<file path="config.mk">
export PLATFORM = sky130hd
export DESIGN_NAME = qt_timer
export DESIGN_NICKNAME = d
export VERILOG_FILES = /design/src/qt_pkg.sv /design/src/qt_timer.sv
export SDC_FILE = /design/constraint.sdc
export NUM_CORES = 2
export LEC_CHECK = 0
export BUFFER_PORTS_ARGS = -buffer_cell sky130_fd_sc_hd__buf_2
export CORE_UTILIZATION = 45
export CTS_BUF_LIST = sky130_fd_sc_hd__clkbuf_16
export CTS_CLUSTER_DIAMETER = 80
export CTS_CLUSTER_SIZE = 10
export DETAILED_ROUTE_END_ITERATION = 6
export PLACE_DENSITY = 0.59
export REMOVE_ABC_BUFFERS = 1
export SLEW_MARGIN = 20
export SYNTH_ARGS = -nofsm -noshare
export SYNTH_HDL_FRONTEND = slang
export SYNTH_SLANG_ARGS = --single-unit
</file>
<file path="constraint.sdc">
create_clock -name clock -period 25.8 [get_ports clock]
set_input_delay 5.16 -clock clock [delete_from_list [all_inputs] [get_ports clock]]
set_output_delay 5.16 -clock clock [all_outputs]
set_load 0.005 [all_outputs]
</file>
<file path="src/qt_pkg.sv">
// Package: register map, mode codes and reset values of the quad PWM timer
package qt_pkg;

  // ----------------------------------------------------------------
  // Register offsets (byte addresses on the 16-bit register port)
  // ----------------------------------------------------------------
  localparam logic [7:0] OFS_MODE = 8'h80;
  localparam logic [7:0] OFS_IO1 = 8'h82;
  localparam logic [7:0] OFS_IO2 = 8'h84;
  localparam logic [7:0] OFS_INTEN = 8'h86;
  localparam logic [7:0] OFS_INTPND = 8'h88;
  localparam logic [7:0] OFS_PS1 = 8'h8A;
  localparam logic [7:0] OFS_PS2 = 8'h98;
  localparam logic [7:0] OFS_CNT [4] = '{8'h8C, 8'h92, 8'h9A, 8'hA0};
  localparam logic [7:0] OFS_PER [4] = '{8'h8E, 8'h94, 8'h9C, 8'hA2};
  localparam logic [7:0] OFS_DTY [4] = '{8'h90, 8'h96, 8'h9E, 8'hA4};

  // ----------------------------------------------------------------
  // Field layout and codes
  // ----------------------------------------------------------------
  // Mode register: nibble per subsystem, run low, run high, 2-bit mode
  localparam int MODE_NIB = 4;
  localparam int MODE_RUN0 = 0;
  localparam int MODE_RUN1 = 1;
  localparam int MODE_OP = 2;
  // Pin control: nibble per pin, default polarity bit in the nibble
  localparam int PIN_NIB = 4;
  localparam int PIN_POL = 0;
  localparam logic [1:0] OP_LOW = 2'h0;
  localparam logic [1:0] OP_DUAL8 = 2'h1;
  localparam logic [1:0] OP_PWM16 = 2'h2;
  localparam logic [1:0] OP_CAPT = 2'h3;

  // ----------------------------------------------------------------
  // Reset values
  // ----------------------------------------------------------------
  localparam logic [15:0] RST_REG = 16'h0000;
  localparam logic [7:0] RST_PSC = 8'h00;

endpackage : qt_pkg

</file>
<file path="src/qt_timer.sv">
// Quad timer: four subsystems with dual 8-bit PWM, 16-bit PWM and capture
// Summary of operation
// (RULE1) Four independent subsystems: 8-bit prescaler, 16-bit counter, two 16-bit compares.
// (RULE2) Modes per subsystem: low power, dual 8-bit PWM, 16-bit PWM, capture.
// (RULE3) Sixteen pending flags with enables; four per subsystem merge into one request.
// (RULE4) Each pin is a PWM output with polarity or a capture input.
// (RULE5) Dual 8-bit mode splits the counter into two byte counters, one per pin.
// (RULE6) Each byte counter has its own run bit; prescaler runs if either runs.
// (RULE7) Counter steps when prescaler count equals divisor: divide by divisor plus one.
// (RULE8) PWM period is (period+1) times (divisor+1) clock periods.
// (RULE9) Pin starts at default level; counter clears on the step after period match.
// (RULE10) Step from 00h to 01h drives the pin to the non-default level.
// (RULE11) Duty match returns the pin to default on the next step.
// (RULE12) Duty above period holds the pin non-default: 100 percent. In 16-bit mode a period of zero keeps the pin at default.
// (RULE13) Duty of zero holds the pin at default: 0 percent.
// (RULE14) Period and duty writes while running wait for old period match or stop.
// (RULE15) Reading period or duty returns the last written value.
// (RULE16) Counter writes are taken only while both run bits are clear.
// (RULE17) A preset counter counts up from it; pin stays default until 00h to 01h.
// (RULE18) Preset above period counts to FFh, rolls to 00h, then runs normally.
// (RULE19) Clearing a run bit sets default level, freezes counter, applies buffered values.
// (RULE20) Prescaler stops and clears only when both run bits are clear.
// (RULE21) Mode code 00 is low power: all subsystem clocks stop whatever the run bits.
// (RULE22) Dual 8-bit flags: low duty, low period, high duty, high period match.
// (RULE23) Subsystem request is high while an enabled pending flag is set.
//
// Strobed register access and the address map were chosen for this implementation.
`timescale 1ns/1ps
module qt_timer
  import qt_pkg::*;
(
  // Clock and reset
  input wire logic clock,
  input wire logic rst,
  // Register port
  input wire logic [7:0] addr,
  input wire logic [15:0] wdata,
  input wire logic wr_stb,
  input wire logic rd_stb,
  output logic [15:0] rdata,
  // Timer pins, two per subsystem
  input wire logic [7:0] timer_io_pin_in,
  output logic [7:0] timer_io_pin_out,
  output logic [7:0] timer_io_pin_oe,
  // One request per subsystem
  output logic [3:0] irq
);

  // ----------------------------------------------------------------
  // Shared registers and per-subsystem state
  // ----------------------------------------------------------------
  logic [15:0] subsystem_op_mode;
  logic [15:0] pin_control [2];
  logic [15:0] int_enable;
  logic [15:0] pending;
  logic [15:0] prescale_divisor [2];
  logic [15:0] subsystem_counter [4];
  logic [15:0] period_value [4];
  logic [15:0] duty_value [4];
  logic [15:0] period_act [4];
  logic [15:0] duty_act [4];
  logic [7:0] psc [4];
  logic [1:0] out_q [4];
  logic [1:0] oe_q [4];
  logic [3:0] pnd_set [4];
  logic [3:0] clr_ok [4];
  logic [7:0] pin_s1;
  logic [7:0] pin_s2;
  logic [7:0] pin_s3;
  logic [7:0] rise;
  logic [15:0] next_rdata;

  // Pin inputs cross into the clock domain through two flops
  always_ff @(posedge clock or posedge rst)
  begin
    if (rst)
    begin
      pin_s1 <= 8'h00;
      pin_s2 <= 8'h00;
      pin_s3 <= 8'h00;
    end
    else
    begin
      pin_s1 <= timer_io_pin_in;
      pin_s2 <= pin_s1;
      pin_s3 <= pin_s2;
    end
  end

  // Rising edges only; the first flop stays private to the synchroniser
  assign rise = pin_s2 & ~pin_s3;

  // ----------------------------------------------------------------
  // Software control registers
  // ----------------------------------------------------------------
  always_ff @(posedge clock or posedge rst)
  begin
    if (rst)
    begin
      subsystem_op_mode <= RST_REG;
      pin_control[0] <= RST_REG;
      pin_control[1] <= RST_REG;
      int_enable <= RST_REG;
      prescale_divisor[0] <= RST_REG;
      prescale_divisor[1] <= RST_REG;
    end
    else if (wr_stb)
    begin
      case (addr)
        OFS_MODE: subsystem_op_mode <= wdata;
        OFS_IO1: pin_control[0] <= wdata;
        OFS_IO2: pin_control[1] <= wdata;
        OFS_INTEN: int_enable <= wdata;
        OFS_PS1: prescale_divisor[0] <= wdata;
        OFS_PS2: prescale_divisor[1] <= wdata;
        default: ;
      endcase
    end
  end

  // Pending flags: a hardware event in the clearing cycle survives
  always_ff @(posedge clock or posedge rst)
  begin
    if (rst)
      pending <= RST_REG;
    else
    begin
      for (int s = 0; s < 4; s++)
      begin
        if (wr_stb && addr == OFS_INTPND)
          pending[4*s +: 4] <= (pending[4*s +: 4] & ~(wdata[4*s +: 4] & clr_ok[s]))
            | pnd_set[s];  // see (RULE3)
        else
          pending[4*s +: 4] <= pending[4*s +: 4] | pnd_set[s];
      end
    end
  end

  // One request per subsystem from its four enabled flags
  always_ff @(posedge clock or posedge rst)
  begin
    if (rst)
      irq <= 4'h0;
    else
    begin
      for (int s = 0; s < 4; s++)
        irq[s] <= |(pending[4*s +: 4] & int_enable[4*s +: 4]);  // see (RULE23)
    end
  end

  // ----------------------------------------------------------------
  // Timer subsystems
  // ----------------------------------------------------------------
  for (genvar i = 0; i < 4; i++)  // see (RULE1)
  begin : g_sub
    logic [1:0] op;
    logic run0;
    logic run1;
    logic psc_on;
    logic tick;
    logic pwm;
    logic [7:0] div;
    logic [1:0] pol;
    logic [1:0] act_q;
    logic [1:0] next_act;
    logic [15:0] next_cnt;
    logic [3:0] ev;
    logic upd;
    logic per_hit;
    logic cnt_wr;
    logic per_wr;
    logic dty_wr;
    logic [1:0] run_q;
    logic stop_ev;

    assign op = subsystem_op_mode[MODE_NIB*i+MODE_OP +: 2];
    assign run0 = subsystem_op_mode[MODE_NIB*i+MODE_RUN0];
    assign run1 = subsystem_op_mode[MODE_NIB*i+MODE_RUN1];
    assign div = prescale_divisor[i/2][8*(i%2) +: 8];
    assign pol[0] = pin_control[i/2][PIN_NIB*(2*(i%2))+PIN_POL];
    assign pol[1] = pin_control[i/2][PIN_NIB*(2*(i%2)+1)+PIN_POL];
    assign pwm = (op == OP_DUAL8) || (op == OP_PWM16);
    // Either byte channel starts the shared prescaler in dual mode
    assign psc_on = (op == OP_DUAL8) ? (run0 | run1)
      : ((op != OP_LOW) && run0);  // see (RULE6) (RULE21)
    assign tick = psc_on && (psc[i] == div);  // see (RULE7) (RULE8)
    // Low power keeps flags from being cleared
    assign clr_ok[i] = (op == OP_LOW) ? 4'h0 : 4'hF;
    assign pnd_set[i] = ev;
    assign cnt_wr = wr_stb && addr == OFS_CNT[i] && op != OP_LOW && !run0 && !run1;
    assign per_wr = wr_stb && addr == OFS_PER[i] && op != OP_LOW;
    assign dty_wr = wr_stb && addr == OFS_DTY[i] && op != OP_LOW;
    assign per_hit = (op == OP_DUAL8) ? (ev[1] | ev[3]) : ev[1];
    // A channel that stops completes a buffered update even while its twin runs
    assign stop_ev = (op == OP_DUAL8) ? |(run_q & ~{run1, run0}) : (run_q[0] && !run0);  // see (RULE19)

    // Prescaler: frozen in low power, cleared once nothing runs
    always_ff @(posedge clock or posedge rst)
    begin
      if (rst)
        psc[i] <= RST_PSC;
      else if (op == OP_LOW)
        psc[i] <= psc[i];  // see (RULE21)
      else if (!psc_on)
        psc[i] <= RST_PSC;  // see (RULE20)
      else if (tick)
        psc[i] <= RST_PSC;
      else
        psc[i] <= psc[i] + 8'h01;
    end

    // Counter step, pin level and events for the current mode
    always_comb
    begin
      logic [7:0] b;
      logic [7:0] pb;
      logic [7:0] db;
      logic run_c;
      b = 8'h00;
      pb = 8'h00;
      db = 8'h00;
      run_c = 1'b0;
      next_cnt = subsystem_counter[i];
      next_act = act_q;
      ev = 4'h0;
      case (op)  // see (RULE2)
        OP_DUAL8:
        begin
          for (int c = 0; c < 2; c++)
          begin
            b = subsystem_counter[i][8*c +: 8];  // see (RULE5)
            pb = period_act[i][8*c +: 8];
            db = duty_act[i][8*c +: 8];
            run_c = (c == 0) ? run0 : run1;
            if (!run_c)
              next_act[c] = 1'b0;  // see (RULE19)
            else if (tick)
            begin
              // Duty match first, so a zero duty never leaves default
              if (b == db)
              begin
                next_act[c] = 1'b0;  // see (RULE11) (RULE13)
                ev[2*c] = 1'b1;  // see (RULE22)
              end
              else if (b == 8'h00)
                next_act[c] = 1'b1;  // see (RULE10) (RULE12) (RULE17)
              if (b == pb)
              begin
                next_cnt[8*c +: 8] = 8'h00;  // see (RULE9)
                ev[2*c+1] = 1'b1;
              end
              else
                next_cnt[8*c +: 8] = b + 8'h01;  // see (RULE18)
            end
          end
        end
        OP_PWM16:
        begin
          if (!run0)
            next_act = 2'b00;
          else if (tick)
          begin
            if (subsystem_counter[i] == duty_act[i])
            begin
              next_act = 2'b00;
              ev[0] = 1'b1;
            end
            else if (subsystem_counter[i] == 16'h0000 && period_act[i] != 16'h0000)
              next_act = 2'b11;
            if (subsystem_counter[i] == period_act[i])
            begin
              next_cnt = 16'h0000;
              ev[1] = 1'b1;
            end
            else
              next_cnt = subsystem_counter[i] + 16'h0001;
          end
        end
        OP_CAPT:
        begin
          next_act = 2'b00;
          if (tick)
          begin
            next_cnt = subsystem_counter[i] + 16'h0001;
            ev[2] = (subsystem_counter[i] == 16'hFFFF);
          end
          ev[0] = run0 && rise[2*i];
          ev[1] = run0 && rise[2*i+1];
        end
        default: ;
      endcase
    end

    // Counter: software preset only while both channels are stopped
    always_ff @(posedge clock or posedge rst)
    begin
      if (rst)
        subsystem_counter[i] <= RST_REG;
      else if (cnt_wr)
        subsystem_counter[i] <= wdata;  // see (RULE16) (RULE17)
      else
        subsystem_counter[i] <= next_cnt;
    end

    // Compare values: the visible copy plus the copy the comparators use
    always_ff @(posedge clock or posedge rst)
    begin
      if (rst)
      begin
        period_value[i] <= RST_REG;
        duty_value[i] <= RST_REG;
        period_act[i] <= RST_REG;
        duty_act[i] <= RST_REG;
        upd <= 1'b0;
      end
      else
      begin
        if (op == OP_CAPT && ev[0])
        begin
          period_value[i] <= subsystem_counter[i];
          period_act[i] <= subsystem_counter[i];
        end
        if (op == OP_CAPT && ev[1])
        begin
          duty_value[i] <= subsystem_counter[i];
          duty_act[i] <= subsystem_counter[i];
        end
        // Buffered values land at the old period match or on stop
        if (upd && (per_hit || !psc_on || stop_ev))
        begin
          period_act[i] <= period_value[i];  // see (RULE14) (RULE19)
          duty_act[i] <= duty_value[i];
          upd <= 1'b0;
        end
        if (per_wr)
        begin
          period_value[i] <= wdata;  // see (RULE15)
          if (pwm && psc_on)
            upd <= 1'b1;  // see (RULE14)
          else
            period_act[i] <= wdata;
        end
        if (dty_wr)
        begin
          duty_value[i] <= wdata;  // see (RULE15)
          if (pwm && psc_on)
            upd <= 1'b1;
          else
            duty_act[i] <= wdata;
        end
      end
    end

    // Pin drivers come straight from flops; capture mode releases them
    always_ff @(posedge clock or posedge rst)
    begin
      if (rst)
      begin
        act_q <= 2'b00;
        run_q <= 2'b00;
        out_q[i] <= 2'b00;
        oe_q[i] <= 2'b00;
      end
      else
      begin
        act_q <= next_act;
        run_q <= {run1, run0};  // Last run bits, to see a channel stop
        out_q[i] <= pol ^ next_act;  // see (RULE4) (RULE9)
        oe_q[i] <= pwm ? 2'b11 : 2'b00;
      end
    end
  end

  assign timer_io_pin_out = {out_q[3], out_q[2], out_q[1], out_q[0]};
  assign timer_io_pin_oe = {oe_q[3], oe_q[2], oe_q[1], oe_q[0]};

  // ----------------------------------------------------------------
  // Read port
  // ----------------------------------------------------------------
  // Read value decode; unmapped addresses read zero
  always_comb
  begin
    next_rdata = 16'h0000;
    case (addr)
      OFS_MODE: next_rdata = subsystem_op_mode;
      OFS_IO1: next_rdata = pin_control[0];
      OFS_IO2: next_rdata = pin_control[1];
      OFS_INTEN: next_rdata = int_enable;
      OFS_INTPND: next_rdata = pending;
      OFS_PS1: next_rdata = prescale_divisor[0];
      OFS_PS2: next_rdata = prescale_divisor[1];
      default: ;
    endcase
    for (int s = 0; s < 4; s++)
    begin
      if (addr == OFS_CNT[s])
        next_rdata = subsystem_counter[s];
      if (addr == OFS_PER[s])
        next_rdata = period_value[s];
      if (addr == OFS_DTY[s])
        next_rdata = duty_value[s];
    end
  end

  // Read data stand for one cycle only, zero otherwise
  always_ff @(posedge clock or posedge rst)
  begin
    if (rst)
      rdata <= 16'h0000;
    else if (rd_stb)
      rdata <= next_rdata;
    else
      rdata <= 16'h0000;
  end

endmodule : qt_timer

</file>
==> results.rst <==
.. list-table::
   :header-rows: 1

   * - Metric
     - Value
   * - Max capacitance violation total
     - 0
   * - Count of fill cells added during filler insertion
     - between 6,000 and 7,000
   * - Max H-tree Level
     - 2
   * - Share of flip-flops with an asynchronous set or reset
     - between 90% and 100%
   * - Actual slew at the worst max-slew pin
     - 1.19 ns
   * - Setup TNS after final layout
     - 0 ns
   * - Layout Skew
     - around 0.024 ns
   * - Total wire length
     - 121,000 µm
   * - Cell accounting for the most synthesized area
     - sky130_fd_sc_hd__dfrtp_1
   * - Nets
     - around 3,500
   * - Peak VDD IR
     - between 0.00005 and 0.00006 V
   * - Via count
     - 29,186
   * - Worst min-delay path class
     - flip-flop to flip-flop
   * - Number of hold-repair buffers added at the cts stage
     - 0
   * - Detail-routed net length per standard cell
     - around 28 µm
   * - Largest cells by area after synthesis
     - sky130_fd_sc_hd__dfrtp_1 (43%), sky130_fd_sc_hd__o21ai_0 (6.0%), sky130_fd_sc_hd__mux2_2 (5.1%)
   * - Kind of start point of the critical path
     - primary input
   * - Antenna-violating nets left
     - 0
   * - Length in cells of the worst reg-to-reg path
     - 9
   * - Top cell family by delay on the critical path
     - simple AND/OR/NAND/NOR gates
   * - Worst reg2reg startpoint
     - subsystem_op_mode[6]$_DFFE_PP0P_
   * - # resized after CTS
     - 0
   * - Cell count of the worst hold path
     - 0
   * - Proportion of netlist area held by the largest area contributor
     - 42.7%
   * - Avg Cell Area, Syn
     - about 8.8 µm²
   * - Remaining global-route overflow
     - 0
   * - Initial detailed-routing violation count
     - 3,736
   * - Global-route wire length before repair
     - approximately 180,000 µm
   * - Capturing point of the worst reg2reg path
     - period_act[33]$_DFF_PP0_
   * - Clk pin slew, worst setup/hold paths
     - 0.06 ns
   * - Top FF cell, synth
     - sky130_fd_sc_hd__dfrtp_1
   * - Setup Fix Bufs, Post-CTS
     - 0
   * - Die Height
     - roughly 270 µm
   * - Leakage power figure
     - between 0.01 and 0.015 µW
   * - Data arrival time at the worst-slack endpoint
     - 8.81 ns
   * - Die extent in x
     - 267 µm
   * - Post-synthesis to final-layout area growth
     - 7.70%
   * - Status
     - finished with violations
   * - # diodes
     - 0
   * - Max stage delay on crit path
     - ~0.82 ns
   * - Overall global routing resource usage
     - 33.8%
   * - Port Buffers
     - 71
   * - Critical Path Most Common Cell
     - sky130_fd_sc_hd__buf_4
   * - CTS tree
     - yes
   * - Final core occ
     - between 40% and 50%
   * - I/O pin count
     - 72
   * - Largest fanout on the critical path
     - 37
   * - Core outline area
     - just under 70,000 µm²
   * - Slowest-stage cell, CP
     - sky130_fd_sc_hd__nand2_1
   * - Most frequently used cell type in the post-synthesis netlist
     - sky130_fd_sc_hd__dfrtp_1
   * - Kind of end point of the critical path
     - flip-flop
   * - Pin count of the biggest net entering global routing
     - roughly 120
   * - Failing checks
     - design-rule violations
   * - Hold violation count in the final report
     - 0
   * - Dpl hpwl
     - between 80,000 and 90,000 µm
   * - Maximum frequency from static timing analysis
     - between 100 and 150 MHz
   * - Post-synthesis sequential element count
     - 540
   * - Count of clock tree sinks
     - 540
   * - Die ar.
     - just over 70,000 µm²
   * - Final Max Tran Viols
     - 0
   * - Share of synthesized area occupied by flip-flops and latches
     - a little over two fifths
   * - Post-synth design cell area
     - roughly 32,000 µm²
   * - Cell-by-cell trace of the critical path
     - buf_2, buf_4, buf_4, nor4b_1, buf_4, and2_1, nand2_1, a21oi_1, buf_4, nand2_1, o21ai_0
   * - Startpoint of the most critical hold path
     - pin_s1[4]$_DFF_PP0_
   * - Minimum clock period after layout
     - between 8 and 9 ns
   * - Unrepaired setup endpoints after global routing
     - no
   * - Synthesized netlist cell count
     - 3,582
   * - Final Setup Violations
     - 0
   * - Slew HR
     - about a fifth
   * - Min-Delay Endpoint
     - pin_s2[4]$_DFF_PP0_
   * - Period utilisation layout
     - roughly a third
   * - Largest buffer count on any clock path
     - 3
   * - Data required time of the worst path
     - between 20 and 30 ns
   * - Later-pin clock latency in the skew report
     - approximately 0.66 ns
   * - Yosys warnings
     - 0
   * - Number of enable flip-flop cells after synthesis
     - 0
   * - Row cnt
     - 96
   * - Fraction of layout cells with a size suffix above 1
     - 10.9%
   * - Number of library cell types mapped by synthesis
     - about 80
   * - Most frequent cells after synthesis
     - sky130_fd_sc_hd__dfrtp_1 (540), sky130_fd_sc_hd__nand2_1 (400), sky130_fd_sc_hd__o21ai_0 (382)
   * - R2r setup slk
     - around 22 ns
   * - Total iterations of the first detailed-routing run
     - 7
   * - Clock root cell
     - sky130_fd_sc_hd__clkbuf_16
   * - Via count of the first global-routing pass
     - roughly 28,000
   * - Initial cell density of the core
     - 45.8%
   * - Crit path kind
     - primary input to flip-flop
   * - Buf/Inv on CP
     - 5
   * - Overall power consumption
     - roughly 2100 µW
   * - Antenna violations before repair
     - 7
   * - DRC violations left
     - 4
   * - Number of vias per cell after detailed routing
     - around 6.6
   * - Power density of the placed cells
     - between 60 and 70 nW/µm²
   * - Routability-driven placement congestion ratio
     - between 0.9 and 1
   * - Number of CTS-inserted buffers
     - between 50 and 60
## area by class of cell
cell class | instances | area [µm²] | area share, %
clock buffer | 60 | 1500 | 4.41
clock inverter | 2 | 25.0 | 0.0735
timing repair buffer | 130 | 798 | 2.34
inverter | 99 | 379 | 1.11
tap | 931 | 1160 | 3.42
multi-input combinational | 2634 | 16700 | 49.0
sequential | 540 | 13500 | 39.7
## power breakdown
group          leakage (µW)  switching (µW)  internal [µW]
clock network      0.000751             345            405
logic               0.00691             237            128
registers           0.00622             117            889
## worst reg2reg max path, stage by stage (launching register included)
cell,delay [ns]
sky130_fd_sc_hd__dfrtp_1,0.51
sky130_fd_sc_hd__inv_1,0.14
sky130_fd_sc_hd__ha_1,0.52
sky130_fd_sc_hd__nor2b_1,0.29
sky130_fd_sc_hd__nor4bb_1,0.49
sky130_fd_sc_hd__nand3_1,0.52
sky130_fd_sc_hd__o311ai_0,0.58
sky130_fd_sc_hd__o211a_1,0.77
sky130_fd_sc_hd__a211oi_1,0.11
sky130_fd_sc_hd__o21ai_0,0.23
## cells in the final DEF (no fill, tap or decap), drive strengths merged, types with 18 or more instances in the layout
cell	Yosys	routed
nor4	65	65
o31ai	26	26
clkbuf	265	60
mux2	143	143
a22oi	49	49
and3	33	33
o21ai	384	384
mux2i	53	53
nor2	258	258
nand2	400	400
nand3	80	80
xor2	115	115
ha	40	40
nand4	37	37
nor3	40	40
a211oi	91	91
o22ai	36	36
a221oi	38	38
buf	44	130
inv	97	98
a32oi	20	20
xnor2	68	68
dfrtp	540	540
a31oi	67	67
and2	30	30
a22o	22	22
a21oi	251	251
nor2b	39	39
a221o	18	18
## logic make-up after synthesis
family | synth area share (%)
adder cells (fa/ha/maj) | 1.58
flip-flops | 42.7
buffers and inverters | 5.03
XOR/XNOR | 5.07
AND/OR/NAND/NOR | 15.8
AO/OA/AOI/OAI | 23.1
multiplexers | 6.77
## how the worst max path moves through the flow
| stage | from | to | slack (ns) | cells after the start |
|---|---|---|---|---|
| after detailed placement | addr[3] | duty_act[57]$_DFF_PP0_ | 16.55 | 6 |
| after CTS | addr[3] | duty_act[57]$_DFF_PP0_ | 17.24 | 6 |
| after global placement | addr[3] | duty_act[63]$_DFF_PP0_ | 16.80 | 6 |
| final | addr[2] | duty_act[15]$_DFF_PP0_ | 17.56 | 11 |
| after global routing | addr[2] | duty_act[13]$_DFF_PP0_ | 17.25 | 11 |
| after floorplan | rst | duty_act[0]$_DFF_PP0_ | 5.55 | 1 |
## state kept, by name, summed over array words and instances, names as in the netlist, 16 cells and up
signal             cells
duty_act              64
duty_value            64
g_sub.div             32
int_enable            16
pending               16
period_act            64
period_value          64
pin_control           24
psc                   32
rdata                 16
subsystem_counter     64
subsystem_op_mode     16
## through the flow
stage          setup WS, ns  instances  hold slack (ns)  cell area [µm²]
3_3_place_gp          16.80       4334            0.334            32500
5_1_grt               17.25       4396            0.357            34100
6_report              17.56       4396            0.347            34100
2_1_floorplan          5.55       3273            0.331            30400
3_5_place_dp          16.55       4334            0.337            32500
4_1_cts               17.24       4396            0.353            34100
## routing by layer
| layer | global-route usage [%] | up-vias | wire length [µm] |
|---|---|---|---|
| met5 | 0 | - | 37 |
| met4 | 17.8 | 6 | 7200 |
| met3 | 5.65 | 389 | 10700 |
| met2 | 52.4 | 1564 | 54200 |
| met1 | 45.3 | 14498 | 49200 |
| li1 | - | 12729 | - |
(Power assumes the default switching activity.)
